File: src/rtl/sarseq_regs.svh
// register offsets, field positions, reset values and timing counts
`ifndef SARSEQ_REGS_SVH
`define SARSEQ_REGS_SVH
`define SARSEQ_OFS_STATUS_CTRL 12'h000
`define SARSEQ_OFS_MAIN_CTRL   12'h004
`define SARSEQ_OFS_PIN_ENABLE  12'h008
`define SARSEQ_OFS_RESULT_HIGH 12'h00C
`define SARSEQ_OFS_RESULT_LOW  12'h010
`define SARSEQ_SC_CHAN_LSB     0
`define SARSEQ_SC_REF_SEL      3
`define SARSEQ_SC_REF_HIGH     4
`define SARSEQ_SC_IRQ_EN       6
`define SARSEQ_SC_CCF          7
`define SARSEQ_MC_PRESC_LSB    0
`define SARSEQ_MC_POWER_UP     7
`define SARSEQ_RST_SC          8'h00
`define SARSEQ_RST_MC          8'h00
`define SARSEQ_RST_PE          8'h00
`define SARSEQ_CLK_KHZ         250000
`define SARSEQ_CONV_MAX_KHZ    2000
`define SARSEQ_CONV_DIV ((`SARSEQ_CLK_KHZ + `SARSEQ_CONV_MAX_KHZ - 1) / `SARSEQ_CONV_MAX_KHZ)
`define SARSEQ_SAMPLE_TICKS    14
`define SARSEQ_RES_BITS        10
`define SARSEQ_NUM_CHAN        8
`endif

File: src/rtl/sarseq_pkg.sv
// types shared by the sequencer modules
package sarseq_pkg;
  typedef enum logic [0:0] {CTL_IDLE, CTL_BUSY} sarseq_ctl_e;
  typedef enum logic [0:0] {SH_IDLE, SH_SAMPLE} sarseq_sh_e;
  typedef enum logic [1:0] {SAR_IDLE, SAR_ARMED, SAR_RUN, SAR_REF} sarseq_sar_e;
  typedef logic [9:0] sarseq_code_t;
  typedef logic [2:0] sarseq_chan_t;
endpackage

File: src/rtl/sarseq_if.sv
// handshakes between mode control, sample-and-hold and sar machine
`timescale 1ns/1ns
`default_nettype none
interface sarseq_if;
  import sarseq_pkg::*;
  logic         tick;      // conversion clock enable
  logic         abort;     // drop any conversion
  logic         sh_start;  // begin acquiring
  logic         sar_prep;  // sar: prepare for a sample
  logic         ref_load;  // sar: load a reference itself
  logic         ref_high;  // which reference
  logic         sar_go;    // sampling over, convert
  logic         eoc;       // end of conversion pulse
  sarseq_code_t code;      // finished code
  modport ctl (output tick, abort, sh_start, sar_prep, ref_load, ref_high,
               input eoc, code);
  modport sh  (input tick, abort, sh_start, output sar_go);
  modport sar (input tick, abort, sar_prep, ref_load, ref_high, sar_go,
               output eoc, code);
endinterface
`default_nettype wire

File: src/rtl/sarseq_top.sv
// sar converter sequencer: apb registers, mode control, divider, result
`timescale 1ns/1ns
`default_nettype none
`include "sarseq_regs.svh"

////////////////////////////////////////////////////////////////////////////////
// overview
//
// five registers sit behind the apb port, one aligned word each:
//   status/control  channel, reference select, reference level, irq
//                   enable, completion flag (read only)
//   main control    prescaler extra divide, power-up bit
//   pin enable      plain storage, mirrored on a port
//   result high     upper two bits of the last finished code
//   result low      lower eight bits of the last finished code
//
// only the low byte of a write is used; reads return zero above the
// bits that a register holds. an unmapped address answers with an
// error in the access phase, drops a write and reads as zero.
//
// the slave never inserts wait states: pready is tied high, so every
// transfer is one setup and one access cycle.
//
// read data is captured at the end of the setup cycle. this keeps
// prdata a flop output at the cost of showing the register contents
// one cycle before the access edge; a completion landing in that one
// cycle is seen on the next read.
//
////////////////////////////////////////////////////////////////////////////////
// conversion sequence
//
// a status/control write while powered up starts a conversion at the
// access edge. the divider restarts with it, so the first conversion
// clock tick falls a full tick period later and every conversion has
// the same timing whatever the phase of the bus write.
//
// for an input channel the sampler opens its window and the sar arms.
// after the fixed number of ticks the sampler hands over to the sar,
// which decides one bit per tick, most significant first. the end of
// conversion pulse from the sar is the only thing that marks a
// conversion done: the code is copied into the result and the flag set.
//
// for a reference conversion the sampler stays idle and the channel
// switches stay open; the sar loads all zeros or all ones and reports
// done at the next tick.
//
////////////////////////////////////////////////////////////////////////////////
// aborts and power-down
//
// any write to status/control, main control or pin enable drops what
// is running. the status/control write then starts again at once; the
// other two leave the block idle. clearing the power-up bit holds the
// abort for as long as the bit stays low and holds the divider at zero.
//
// an aborted conversion leaves the previous result in place and does
// not set the flag. the registers stay readable and writable while
// powered down, but a status/control write then stores its fields
// without starting anything.
//
// limitation: the comparator is sampled at conversion ticks only, so
// the analog side must settle within one tick period of a code change.
//
////////////////////////////////////////////////////////////////////////////////

module sarseq_top (
  input  wire logic                     pclk,
  input  wire logic                     presetn,
  input  wire logic                     psel,
  input  wire logic                     penable,
  input  wire logic                     pwrite,
  input  wire logic [11:0]              paddr,
  input  wire logic [31:0]              pwdata,
  output logic      [31:0]              prdata,
  output logic                          pready,
  output logic                          pslverr,
  input  wire logic                     cmp_in,
  output sarseq_pkg::sarseq_code_t      dac_code,
  output logic      [7:0]               chan_connect,
  output logic      [7:0]               pin_enable,
  output logic                          sample_clk_en,
  output logic                          analog_power_up,
  output logic                          conv_irq
);
  import sarseq_pkg::*;

  sarseq_if link ();

  ////////////////////////////////////////////////////////////////////////////
  // apb decode
  logic acc, wr, rd;
  logic hit_sc, hit_mc, hit_pe, hit_rh, hit_rl, mapped;

  assign acc = psel & penable;
  assign wr = acc & pwrite;
  assign rd = acc & ~pwrite;

  // address decode, unmapped addresses answer with an error
  always_comb begin
    hit_sc = 1'b0;
    hit_mc = 1'b0;
    hit_pe = 1'b0;
    hit_rh = 1'b0;
    hit_rl = 1'b0;
    if (paddr == `SARSEQ_OFS_STATUS_CTRL) begin
      hit_sc = 1'b1;
    end else if (paddr == `SARSEQ_OFS_MAIN_CTRL) begin
      hit_mc = 1'b1;
    end else if (paddr == `SARSEQ_OFS_PIN_ENABLE) begin
      hit_pe = 1'b1;
    end else if (paddr == `SARSEQ_OFS_RESULT_HIGH) begin
      hit_rh = 1'b1;
    end else if (paddr == `SARSEQ_OFS_RESULT_LOW) begin
      hit_rl = 1'b1;
    end
  end

  assign mapped = hit_sc | hit_mc | hit_pe | hit_rh | hit_rl;
  assign pready = 1'b1; // zero wait states
  assign pslverr = acc & ~mapped;

  ////////////////////////////////////////////////////////////////////////////
  // registers and mode control
  logic [6:0]   sc_q, sc_d;      // status/control without the flag
  logic         ccf_q, ccf_d;
  logic [7:0]   mc_q, mc_d;
  logic [7:0]   pe_q, pe_d;
  sarseq_code_t res_q, res_d;
  sarseq_ctl_e  ctl_q, ctl_d;
  logic [7:0]   oh_q, oh_d;
  logic [31:0]  rdata_q, rdata_d;
  logic         power_up;
  logic         start, kill;

  assign power_up = mc_q[`SARSEQ_MC_POWER_UP];
  // a start also discards what was running; sub-machines let it win
  assign start = wr & hit_sc & power_up;
  assign kill = (wr & (hit_sc | hit_mc | hit_pe)) | ~power_up;

  always_comb begin
    sc_d = sc_q;
    mc_d = mc_q;
    pe_d = pe_q;
    ccf_d = ccf_q;
    res_d = res_q;
    ctl_d = ctl_q;
    oh_d = oh_q;
    // registers are writable even while powered down
    if (wr & hit_sc) begin
      sc_d = pwdata[6:0];
    end
    if (wr & hit_mc) begin
      mc_d = pwdata[7:0];
    end
    if (wr & hit_pe) begin
      pe_d = pwdata[7:0];
    end
    // clears first so that a completion in the same cycle as a result read still sets
    if ((wr & hit_sc) | (rd & (hit_rh | hit_rl))) begin
      ccf_d = 1'b0;
    end
    if (start) begin
      ctl_d = CTL_BUSY;
      oh_d = 8'h00;
      if (!pwdata[`SARSEQ_SC_REF_SEL]) begin
        oh_d[pwdata[2:0]] = 1'b1;
      end
    end else if (kill) begin
      ctl_d = CTL_IDLE;
      oh_d = 8'h00;
    end else if (ctl_q == CTL_BUSY && link.eoc) begin
      ctl_d = CTL_IDLE;
      oh_d = 8'h00;
      res_d = link.code;
      ccf_d = 1'b1;
    end
  end

  always_ff @(posedge pclk or negedge presetn) begin
    if (!presetn) begin
      sc_q <= 7'(`SARSEQ_RST_SC);
      mc_q <= `SARSEQ_RST_MC;
      pe_q <= `SARSEQ_RST_PE;
      ccf_q <= 1'b0;
      res_q <= 10'h000;
      ctl_q <= CTL_IDLE;
      oh_q <= 8'h00;
    end else begin
      sc_q <= sc_d;
      mc_q <= mc_d;
      pe_q <= pe_d;
      ccf_q <= ccf_d;
      res_q <= res_d;
      ctl_q <= ctl_d;
      oh_q <= oh_d;
    end
  end

  ////////////////////////////////////////////////////////////////////////////
  // read data, captured in the setup phase from the registers
  always_comb begin
    rdata_d = rdata_q;
    if (psel & ~penable & ~pwrite) begin
      rdata_d = 32'h0000_0000;
      if (paddr == `SARSEQ_OFS_STATUS_CTRL) begin
        rdata_d[7:0] = {ccf_q, sc_q};
      end else if (paddr == `SARSEQ_OFS_MAIN_CTRL) begin
        rdata_d[7:0] = mc_q;
      end else if (paddr == `SARSEQ_OFS_PIN_ENABLE) begin
        rdata_d[7:0] = pe_q;
      end else if (paddr == `SARSEQ_OFS_RESULT_HIGH) begin
        rdata_d[1:0] = res_q[9:8];
      end else if (paddr == `SARSEQ_OFS_RESULT_LOW) begin
        rdata_d[7:0] = res_q[7:0];
      end
    end
  end

  always_ff @(posedge pclk or negedge presetn) begin
    if (!presetn) begin
      rdata_q <= 32'h0000_0000;
    end else begin
      rdata_q <= rdata_d;
    end
  end

  ////////////////////////////////////////////////////////////////////////////
  // conversion clock divider: base divide keeps the rate at or below the
  // maximum, the prescaler only slows it further
  logic [11:0] div_q, div_d;
  logic [11:0] div_last;
  logic        tick_q, tick_d;

  assign div_last = 12'((`SARSEQ_CONV_DIV) * (32'(mc_q[3:0]) + 32'd1) - 1);

  always_comb begin
    div_d = div_q;
    tick_d = 1'b0;
    if (!power_up || start) begin
      div_d = 12'h000;
    end else if (div_q >= div_last) begin
      div_d = 12'h000;
      tick_d = 1'b1;
    end else begin
      div_d = div_q + 12'h001;
    end
  end

  always_ff @(posedge pclk or negedge presetn) begin
    if (!presetn) begin
      div_q <= 12'h000;
      tick_q <= 1'b0;
    end else begin
      div_q <= div_d;
      tick_q <= tick_d;
    end
  end

  ////////////////////////////////////////////////////////////////////////////
  // hand-off to the sub-machines
  assign link.tick = tick_q & power_up;
  assign link.abort = kill;
  assign link.sh_start = start & ~pwdata[`SARSEQ_SC_REF_SEL];
  assign link.sar_prep = start & ~pwdata[`SARSEQ_SC_REF_SEL];
  assign link.ref_load = start & pwdata[`SARSEQ_SC_REF_SEL];
  assign link.ref_high = pwdata[`SARSEQ_SC_REF_HIGH];

  sarseq_sh u_sh (
    .pclk          (pclk),
    .presetn       (presetn),
    .bus           (link),
    .sample_clk_en (sample_clk_en)
  );

  sarseq_sar u_sar (
    .pclk     (pclk),
    .presetn  (presetn),
    .bus      (link),
    .cmp_in   (cmp_in),
    .dac_code (dac_code)
  );

  assign prdata = rdata_q;
  assign chan_connect = oh_q;
  assign pin_enable = pe_q;
  assign analog_power_up = power_up;
  assign conv_irq = ccf_q & sc_q[`SARSEQ_SC_IRQ_EN];
endmodule
`default_nettype wire

File: src/rtl/sarseq_sh.sv
// sample-and-hold machine: fixed sampling window, gates its clock when idle
`timescale 1ns/1ns
`default_nettype none
`include "sarseq_regs.svh"
module sarseq_sh (
  input  wire logic pclk,
  input  wire logic presetn,
  sarseq_if.sh      bus,
  output logic      sample_clk_en
);
  import sarseq_pkg::*;

  sarseq_sh_e st_q, st_d;
  logic [3:0] cnt_q, cnt_d;
  logic       go_q, go_d;

  ////////////////////////////////////////////////////////////////////////////
  // next state: count ticks of the window, then hand over to the sar
  always_comb begin
    st_d = st_q;
    cnt_d = cnt_q;
    go_d = 1'b0;
    if (bus.sh_start) begin
      st_d = SH_SAMPLE;
      cnt_d = 4'h0;
    end else if (bus.abort) begin
      st_d = SH_IDLE;
    end else if (st_q == SH_SAMPLE && bus.tick) begin
      if (cnt_q == 4'(`SARSEQ_SAMPLE_TICKS - 1)) begin
        st_d = SH_IDLE;
        go_d = 1'b1;
      end else begin
        cnt_d = cnt_q + 4'h1;
      end
    end
  end

  always_ff @(posedge pclk or negedge presetn) begin
    if (!presetn) begin
      st_q <= SH_IDLE;
      cnt_q <= 4'h0;
      go_q <= 1'b0;
    end else begin
      st_q <= st_d;
      cnt_q <= cnt_d;
      go_q <= go_d;
    end
  end

  assign bus.sar_go = go_q;
  // internal clocks run only inside the window, saving power otherwise
  assign sample_clk_en = (st_q == SH_SAMPLE);
endmodule
`default_nettype wire

File: src/rtl/sarseq_sar.sv
// sar machine: binary search against the comparator, or reference load
`timescale 1ns/1ns
`default_nettype none
`include "sarseq_regs.svh"
module sarseq_sar (
  input  wire logic          pclk,
  input  wire logic          presetn,
  sarseq_if.sar              bus,
  input  wire logic          cmp_in,
  output sarseq_pkg::sarseq_code_t dac_code
);
  import sarseq_pkg::*;

  sarseq_sar_e  st_q, st_d;
  sarseq_code_t sar_q, sar_d;
  logic [3:0]   bit_q, bit_d;
  logic         eoc_q, eoc_d;

  ////////////////////////////////////////////////////////////////////////////
  // next state: one bit decided per conversion clock tick
  always_comb begin
    st_d = st_q;
    sar_d = sar_q;
    bit_d = bit_q;
    eoc_d = 1'b0;
    if (bus.ref_load) begin
      st_d = SAR_REF;
      sar_d = bus.ref_high ? 10'h3FF : 10'h000;
    end else if (bus.sar_prep) begin
      st_d = SAR_ARMED;
      sar_d = 10'h000;
    end else if (bus.abort) begin
      st_d = SAR_IDLE;
    end else begin
      case (st_q)
        SAR_ARMED: begin
          // only runs once sampling is over, never beside it
          if (bus.sar_go) begin
            st_d = SAR_RUN;
            bit_d = 4'(`SARSEQ_RES_BITS - 1);
            sar_d = 10'h200;
          end
        end
        SAR_RUN: begin
          if (bus.tick) begin
            if (!cmp_in) begin
              sar_d[bit_q] = 1'b0;
            end
            if (bit_q == 4'h0) begin
              st_d = SAR_IDLE;
              eoc_d = 1'b1;
            end else begin
              bit_d = bit_q - 4'h1;
              sar_d[bit_q - 4'h1] = 1'b1;
            end
          end
        end
        SAR_REF: begin
          if (bus.tick) begin
            st_d = SAR_IDLE;
            eoc_d = 1'b1;
          end
        end
        default: begin
          st_d = SAR_IDLE;
        end
      endcase
    end
  end

  always_ff @(posedge pclk or negedge presetn) begin
    if (!presetn) begin
      st_q <= SAR_IDLE;
      sar_q <= 10'h000;
      bit_q <= 4'h0;
      eoc_q <= 1'b0;
    end else begin
      st_q <= st_d;
      sar_q <= sar_d;
      bit_q <= bit_d;
      eoc_q <= eoc_d;
    end
  end

  assign bus.eoc = eoc_q;
  assign bus.code = sar_q;
  assign dac_code = sar_q;
endmodule
`default_nettype wire

File: config.mk
export PLATFORM = sky130hd
export DESIGN_NAME = sarseq_top
export DESIGN_NICKNAME = d
export VERILOG_FILES = /design/src/rtl/sarseq_pkg.sv /design/src/rtl/sarseq_if.sv /design/src/rtl/sarseq_top.sv /design/src/rtl/sarseq_sh.sv /design/src/rtl/sarseq_sar.sv
export VERILOG_INCLUDE_DIRS = /design/src /design/src/rtl
export SDC_FILE = /design/constraint.sdc
export NUM_CORES = 1
export LEC_CHECK = 0
export ABC_AREA = 1
export BUFFER_PORTS_ARGS = -buffer_cell sky130_fd_sc_hd__clkbuf_2
export CAP_MARGIN = 20
export CORE_AREA = 2 2 75 149
export DETAILED_ROUTE_END_ITERATION = 10
export DIE_AREA = 0 0 77 151
export PLACE_DENSITY = 0.84
export SETUP_SLACK_MARGIN = 0.3
export SLEW_MARGIN = 20
export SYNTH_ARGS = -nofsm -noshare
export SYNTH_HDL_FRONTEND = slang
export SYNTH_HIERARCHICAL = 1
export SYNTH_SLANG_ARGS = --single-unit
export TNS_END_PERCENT = 1
File: constraint.sdc
create_clock -name pclk -period 9.6 [get_ports pclk]
set_input_delay 1.92 -clock pclk [delete_from_list [all_inputs] [get_ports pclk]]
set_output_delay 1.92 -clock pclk [all_outputs]
set_load 0.02 [all_outputs]
Word-level counts from Yosys, hierarchy flattened:

Index checks and enable logic that the tools add are counted.

* input bits: 50
* output and inout bits: 63
* logic and storage cells: 193
* register bits: 87

* bitwise gates (word level): 35
* reduce and logical (&&, ||, !) cells: 21
* multiply operators: 1
* $add $sub $neg: 5
* eq/ne operators: 20
* muxes and demuxes: 87
* $lt $le $gt $ge: 7

Operators by type and width (count)
* two-way mux 10 bit: 13
* two-way mux 8 bit: 8
* two-way mux 1 bit: 41
* two-way mux 4 bit: 7
* == test 12 x 4 -> 1 bit, second input constant: 2
* two-way mux 12 bit: 2
* case mux 10 bit (2 select lines): 1
* AND 1 bit: 16
* two-way mux 2 bit: 8
* != test 5 bit, second input constant: 3
* adder 12 x 1 -> 12 bit, second input constant: 1
* == test 12 x 3 -> 1 bit, second input constant: 1
* == test 12 x 5 -> 1 bit, second input constant: 1
* >= comparator 12 bit: 1
* logical NOT 12 bit: 1
* multiplier 7 x 5 -> 12 bit, first input constant: 1
* subtractor 12 x 1 -> 12 bit, second input constant: 1
* AND 10 bit: 1
* < comparator 4 x 5 -> 1 bit, second input constant: 2
* != test 2 bit, second input constant: 5
* NOT 10 bit: 1
* OR 10 bit: 1
* NOT 1 bit: 9
* nonzero test 3 bit: 3
* other kinds (29): 46

Longest topological paths before layout:

Gate-level depths: netlist of the first run.

* depth after elaboration: 19
* depth in mapped cells: 30
* gate-level depth less buffers: 29

Modules after synthesis:

The synthesis of the first run kept the hierarchy.

Modules (own cells, without submodules)
* sarseq_top: area each 4682.0 um^2, cells each 611, times used 1
* sarseq_sar: area each 1224.9 um^2, cells each 161, times used 1
* sarseq_sh: area each 355.3 um^2, cells each 42, times used 1

Worst setup path after synthesis of the first run:

Ideal clock, no wire load.

* kind: in2out
* start point: in paddr[11]
* end point: out pslverr
* arrival: 2.883 ns
* slack: 4.797 ns
* buffers on the path: 1
* stages: 7
* cells stage by stage: nor2_1 > nand2_1 > nor2_4 > buf_2 > nand2_1 > nand2_1 > nor3_1

* cells in the longest elaborated chain, start to end: 9
* elaborated cells between the ends (all ways): 26

RTL lines
* from (decl): RTL line sarseq_top.sv:71 `input wire logic [11:0] paddr,`
* == test 12 x 3 -> 1 bit (no line) (tied with other cells)
* two-way mux 1 bit (on tied branches) (2 in a row)
* OR 1 bit (tied with other cells) (2 in a row): RTL line sarseq_top.sv:117 `assign mapped = hit_sc | hit_mc | hit_pe | hit_rh | hit_rl;`
* OR 1 bit / two-way mux 1 bit (equally long branches): RTL line sarseq_top.sv:117, sarseq_top.sv:104
* OR 1 bit *: RTL line sarseq_top.sv:117
* NOT 1 bit *: RTL line sarseq_top.sv:119 `assign pslverr = acc & ~mapped;`
* AND 1 bit *: RTL line sarseq_top.sv:119
* to (decl): RTL line sarseq_top.sv:75 `output logic pslverr,`

Every way passes the cells marked *; elsewhere a longest branch is shown, timed or not.

Final worst setup path of the first run:

* start point: reg mc_q[0]
* end point: reg div_q[3]

* cells in the longest elaborated chain, start to end: 6

RTL lines
* from (decl): RTL line sarseq_top.sv:125 `logic [7:0] mc_q, mc_d;`
* from (signal assigned): RTL line sarseq_top.sv:181 `` mc_q <= `SARSEQ_RST_MC; ``
* from (signal assigned): RTL line sarseq_top.sv:189 `mc_q <= mc_d;`
* adder 4 x 1 -> 5 bit: RTL line sarseq_top.sv:233 `` assign div_last = 12'((`SARSEQ_CONV_DIV) * (32'(mc_q[3:0]) + 32'd1) - 1); ``
* multiplier 7 x 5 -> 12 bit: RTL line sarseq_top.sv:233
* subtractor 12 x 1 -> 12 bit: RTL line sarseq_top.sv:233
* >= comparator 12 bit: RTL line sarseq_top.sv:240 `end else if (div_q >= div_last) begin`
* two-way mux 12 bit: RTL line sarseq_top.sv:240
* two-way mux 12 bit: RTL line sarseq_top.sv:238 `if (!power_up || start) begin`
* via div_d[3]: RTL line sarseq_top.sv:229 `logic [11:0] div_q, div_d;`
* to (signal assigned): RTL line sarseq_top.sv:253 `div_q <= div_d;`
* to (decl): RTL line sarseq_top.sv:229

The timed path passes the listed nets, and every way through them passes these cells.
A chain may end at the register's enable or synchronous reset.

==> results of run 1 <==
==> flip-flops by register name, indices dropped and copies added (netlist names), 2 cells and up <==
register,flops
div_q,12
pin_enable,8
sc_q,7
u_sar/st_q,2
res_q,10
mc_q,8
u_sar/bit_q,4
u_sh/cnt_q,4
chan_connect,8
u_sar/bus.code,10
prdata,8
==> Yosys cell counts, types with 8 or more instances <==
master | number | area [sq um]
ha_1 | 49 | 613
xor2_1 | 12 | 105
o21ai_1 | 26 | 130
inv_1 | 92 | 345
or2_2 | 9 | 56.3
nand3_1 | 63 | 315
buf_4 | 38 | 285
dfrtp_1 | 87 | 2180
nand2_1 | 191 | 717
fa_1 | 9 | 180
nor2_1 | 74 | 278
nand4_1 | 34 | 213
buf_2 | 9 | 45.0
o21ai_0 | 22 | 110
inv_2 | 8 | 30.0
a21oi_1 | 24 | 120
nor3_1 | 11 | 55.1
==> worst paths after layout <==
check                          from              to  cells after the start
max in group asynchronous   presetn       prdata[3]                      3
setup reg to reg            mc_q[0]        div_q[3]                     21
hold reg to reg            div_q[0]        div_q[0]                      1
setup / recovery            mc_q[0]        div_q[3]                     21
min in group asynchronous   presetn  u_sar/bit_q[1]                      1
hold / removal             div_q[0]        div_q[0]                      1
==> final cells by class <==
class | instances | area (sq um)
Clock buffer | 9 | 225
Clock inverter | 7 | 78.8
Multi-Input combinational cell | 595 | 3430
Fill cell | 941 | 3670
Tap cell | 137 | 171
Timing Repair Buffer | 65 | 353
Inverter | 100 | 375
Sequential cell | 87 | 2180
==> power by group <==
group          leakage (nW)  internal [mW]  switching [mW]  total, mW
registers              1.18          0.372         0.00281      0.375
clock network         0.151          0.205           0.155      0.360
logic                  2.35         0.0195          0.0467     0.0663
==> metal layers <==
metal  global-route usage  wire (um)  vias to the layer above
met4                0.111        389                        0
met2                0.507       8150                      139
met3               0.0322        420                       36
met1                0.261       5270                     2550
met5                    0          0                        -
li1                     -          -                     2650
==> cells by family after synthesis <==
group | count (synthesis) | share of synthesized area
fa+ha+maj | 58 | 0.127
other cells | 2 | 0.00120
buf+inv | 155 | 0.119
compound gates | 83 | 0.0723
simple gates | 409 | 0.304
xor+xnor | 20 | 0.0292
flops | 87 | 0.348
==> stage by stage <==
stage                util  hold WS (ns)
floorplan               -         0.429
global placement    0.618         0.444
detailed placement  0.618         0.451
CTS                 0.647         0.464
global route        0.650         0.483
finish              0.650         0.461
==> cell usage in the layout, fill, tap and decap left out, types with 3 or more instances in the layout <==
cell type / synthesis / layout
nand2_2: 5 / 5
a21boi_0: 4 / 4
nand3_1: 63 / 63
clkbuf_2: 2 / 62
or2_2: 9 / 9
o21ai_0: 22 / 22
nor3_1: 11 / 11
xor2_1: 12 / 12
o21ai_1: 26 / 26
nand2_1: 191 / 191
inv_6: 0 / 3
dfrtp_1: 87 / 87
nor2_1: 74 / 74
conb_1: 2 / 25
nand4_1: 34 / 34
a21oi_1: 24 / 24
nor2_2: 5 / 5
nor2_4: 5 / 5
ha_1: 49 / 49
clkbuf_16: 0 / 9
inv_1: 92 / 92
inv_2: 8 / 8
fa_1: 9 / 9
xnor2_1: 7 / 7
==> out/qor.yml, run 1 <==
status:
  outcome: "completed"
clocking:
  cts.path.max_buffers: 2
  cts.clk_slew.worst_paths_ns: 0.07
  insertion_delay_ns: 0.35
  cts_setup_buffers: 0
  cts_hold_buf: 0
  cts_tree: "yes"
  root_buffer: "clkbuf_16"
  cts_resized: 0
  clock_sinks: 87
  htreeDepth: 3
  numCtsBuffers: 9
placement:
  dp.final_hpwl_mm: 10.9
  port_buffers: 63
  post_dp_cell_area_sq_mm: 0.00647
  dp_cells: 983
  place_congestion: 0.921
  post-place-ws_ns: 4.17
timing:
  fin_worst_skew_ns: 0.00957
  rsz0062_at_grt: "no"
  period_share: 0.564
  fin_tns_setup_ns: 0
  finalHoldViolCount: 0
  setup_slack_ns: 4.19
  tightestPinTransition_ns: 0.942
  drv_slew: 0
  setup_viol: 0
  slew_headroom: 0.372
  fin_crit_ns: 5.41
  fmax_mhz: 185
grt:
  antenna_found_initial: 0
  track_usage: 0.255
  grt_pass1_wl_mm: 23.7
  grt_max_degree: 80
  grt_pass1_vias: 5228
  grt_overflow: 0
setup_path:
  cp_slowest_cell: "fa_1"
  critPathCaptureType: "register"
  path_buf_inv: 1
  cp-start-kind: "register"
  cp.arrival_ns: 5.69
  cpPeakStageDelay_ns: 0.57
  cp.required_ns: 9.87
  path_class: "register to register"
  crit_chain: "ha_1 -> xor2_1 -> ha_1 -> xor2_1 -> fa_1 -> fa_1 -> inv_1 -> ha_1 -> a21oi_1 -> o21ai_0 -> nand2_1 -> nand3_1 -> nand2_1 -> nand2_1 -> ha_1 -> a21o_1 -> nor2_1 -> nand2_1 -> nor2_1 -> nand3_2 -> nor2_1"
  cp_top_family: "adder cells"
  reg2reg_slack_ns: 4.19
  cp_max_fo: 12
synth:
  postSynth.asyncResetShare: 1.00
  yosysUniqueCellTypes: 41
  syn_area_sq_mm: 0.00626
  yosys_warnings: 6
  synth_edf_count: 0
  synth_area_per_cell_sq_um: 7.69
  synth-seq-cells: 87
  synth_ff_type: "dfrtp_1"
  synth_cells: 814
  ys_seq_area_frac: 0.348
pwr:
  peakVddDrop_mv: 0.0900
  power_density_mw_per_mm2: 118
  p_total_uw: 801
  leakagePower_nw: 3.68
floorplan:
  die-height_um: 151
  start_util: 0.598
  dieArea_sq_mm: 0.0116
  io-pin-count: 113
  core_area_sq_mm: 0.0105
  die_w_um: 77
  row_count: 53
layout:
  final_layout_size_suffix_gt1_frac: 0.146
  syn_to_final_growth_pct: 8.69
  final_cell_area_sq_mm: 0.00681
  layout.cells.non_filler: 1000
  layout.nets: 966
  diodes: 0
detailed_routing:
  wirelength_mm: 14.2
  first_pass_iters: 5
  dr.first_iter.drc_count: 375
  drc: 0
  vias_per_cell: 5.38
  antenna_left: 0
  vias: 5375
  wl_per_cell_um: 14.2
run:
  maxCapViolCount: 0
worst_hold_path:
  worstHoldPathType: "register to register"
(Power assumes the default switching activity.)
==> inputs of run 2 (changes only) <==
CORE_AREA = 2 2 78 154   (was 2 2 75 149)
DIE_AREA = 0 0 80 156   (was 0 0 77 151)
PLACE_DENSITY = 0.79   (was 0.84)
clock period = 5.5 ns   (was 9.6 ns; I/O delays follow)
==> out/qor.yml, run 2 (same netlist as run 1, synthesis figures left out) <==
detailed_routing:
  antenna_left: 0  # unchanged
  vias_per_cell: 5.29  # -1.6%
  dr.first_iter.drc_count: 296  # -21%
  wl_per_cell_um: 14.0  # -1.6%
  drc: 0  # unchanged
  vias: 5353  # -0.41%
  wirelength_mm: 14.2  # -0.44%
  first_pass_iters: 5  # unchanged
clocking:
  clock_sinks: 87  # unchanged
  insertion_delay_ns: 0.35  # about the same
  numCtsBuffers: 9  # unchanged
  htreeDepth: 3  # unchanged
  cts_tree: "yes"
  cts.clk_slew.worst_paths_ns: 0.07  # about the same
  root_buffer: "clkbuf_16"
  cts_hold_buf: 0  # unchanged
  cts.path.max_buffers: 2  # unchanged
grt:
  antenna_found_initial: 0  # unchanged
  track_usage: 0.241  # -0.0141
  grt_util_met1: 0.251  # -0.0101
  grt_overflow: 0  # unchanged
  grt_pass1_vias: 5275  # +0.90%
  grt_max_degree: 63  # -21%
  busiest_layer: "met2"
  grt_use_met2: 0.468  # -0.0387
  grt_pass1_wl_mm: 23.8  # +0.61%
  grtUsageMet3: 0.0336  # +0.00138
status:
  outcome: "completed"
setup_path:
  critPathCaptureType: "register"
  cp_max_fo: 12  # unchanged
  cp.required_ns: 5.77  # -4.10 ns
  worst-r2r-cell-count: 21  # unchanged
  rr_startpoint: "mc_q[1]"
  critPathLaunch: "mc_q[1]"
  cp-start-kind: "register"
  r2r_end: "div_q[2]"
  path_class: "register to register"
  reg2reg_slack_ns: 0.68  # -3.51 ns
  cp.arrival_ns: 5.09  # -0.60 ns
timing:
  setup_viol: 0  # unchanged
  fmax_mhz: 207  # +12%
  fin_worst_skew_ns: 0.00739  # -0.00217 ns
  slew_headroom: 0.431  # +0.0588
  finalHoldViolCount: 0  # unchanged
  period_share: 0.877  # +0.314
  rsz0062_at_grt: "no"
  drv_slew: 0  # unchanged
  tightestPinTransition_ns: 0.851  # -0.0913 ns
  fin_tns_setup_ns: 0  # unchanged
  hold_ws_ns: 0.457  # -0.00418 ns
  fin_crit_ns: 4.82  # -0.586 ns
placement:
  post_dp_cell_area_sq_mm: 0.00650  # +0.44%
  dp.final_hpwl_mm: 11.1  # +1.3%
  port_buffers: 63  # unchanged
  place_congestion: 0.915  # -0.58%
worst_hold_path:
  min_path_cells: 1  # unchanged
  hold_start: "div_q[0]"
  worstHoldPathType: "register to register"
  worstHoldEndpoint: "div_q[0]"
layout:
  syn_to_final_growth_pct: 9.53
  top_register: "div_q"
  final_common_cell: "nand2_1"
  largest_reg_flops: 12  # unchanged
  fin_util: 0.608  # -0.0419
  final_layout_size_suffix_gt1_frac: 0.161  # +0.0149
  layout_common_cells: "nand2_1 (191), inv_1 (92), dfrtp_1 (85), nor2_1 (72), nand3_1 (63)"
  final_cell_area_sq_mm: 0.00686  # +0.77%
  diodes: 0  # unchanged
  layout.nets: 973  # +0.72%
floorplan:
  die-height_um: 156  # +3.3%
  dieArea_sq_mm: 0.0125  # +7.3%
  die_w_um: 80  # +3.9%
  start_util: 0.555  # -0.0428
  row_count: 55  # +3.8%
  io-pin-count: 113  # unchanged
  core_area_sq_mm: 0.0113  # +7.7%
pwr:
  peakVddDrop_mv: 0.208  # +130%
  swShare: 0.259  # +0.00387
  p_total_mw: 1.36  # +69%
  clock_power_share: 0.434  # -0.015
  leakagePower_nw: 3.69  # +0.32%
  p_switching_uw: 352  # +72%
  combPwrFrac: 0.084  # about the same
  internal-power_mw: 1.01  # +69%
  power_density_mw_per_mm2: 198  # +68%
  seqPwrFrac: 0.482  # +0.014
run:
  maxCapViolCount: 0  # unchanged
## run 2: cell types whose count changed in the layout (fill, tap and decap cells not counted), moves of 2 or more
cell        delta
buf_4          +8
clkinvlp_4     +2
dfrtp_1        -2
dfrtp_2        +2
nor2_1         -2
nor2_2         +2
## run 2: stage by stage
stage	setup WS, ns	instances
global placement	0.430	991
CTS	0.324	1007
global route	0.356	1012
floorplan	0.876	837
detailed placement	0.297	991
finish	0.675	1012
## run 2: cell type report
| class | instances | area, sq um |
|---|---|---|
| repair buffers | 72 | 385 |
| well taps | 142 | 178 |
| fillers | 1091 | 4430 |
| inverters | 100 | 375 |
| clock inverters | 6 | 50.0 |
| flip-flops and latches | 87 | 2180 |
| clock buffers | 10 | 239 |
| multi-input cells | 595 | 3450 |
## run 2: power groups by stage
stage | combinational, mW | sequential, mW | clock (mW)
2_1_floorplan | 0.0714 | 0.677 | 0
3_3_place_gp | 0.112 | 0.666 | 0
3_5_place_dp | 0.114 | 0.667 | 0
4_1_cts | 0.114 | 0.654 | 0.604
5_1_grt | 0.127 | 0.655 | 0.629
6_report | 0.113 | 0.654 | 0.590
## run 2: worst max-delay path, stage by stage (launching register included)
cell	delay, ns
dfrtp_2	0.41
inv_1	0.11
ha_1	0.37
ha_2	0.41
xor2_2	0.22
fa_1	0.51
fa_1	0.56
inv_1	0.05
ha_1	0.37
a21oi_2	0.18
o21ai_0	0.11
nand2_1	0.10
nand3_1	0.08
nand2_1	0.07
nand2_1	0.05
ha_1	0.29
a21o_1	0.18
nor2_1	0.10
nand2_1	0.09
nor2_2	0.15
nand3_4	0.17
nor2_1	0.16
## run 2: worst max path at each step
stage          endpoint  slack, ns
4_1_cts        div_q[2]       0.32
2_1_floorplan  div_q[3]       0.88
5_1_grt        div_q[1]       0.36
3_3_place_gp   div_q[0]       0.43
3_5_place_dp   div_q[8]       0.30
6_report       div_q[2]       0.68
## run 2: repair_timing
action / in CTS / in global routing
pin swaps: 0 / 1
resized for setup: 1 / 7
setup endpoints to repair: 6 / 13
buffers inserted: 0 / 5
## run 2: metal layers
layer  wire length (um)  vias up
met5                  0        -
met4                342        0
met3                467       32
met2               8300      125
met1               5060     2523
li1                   -     2673
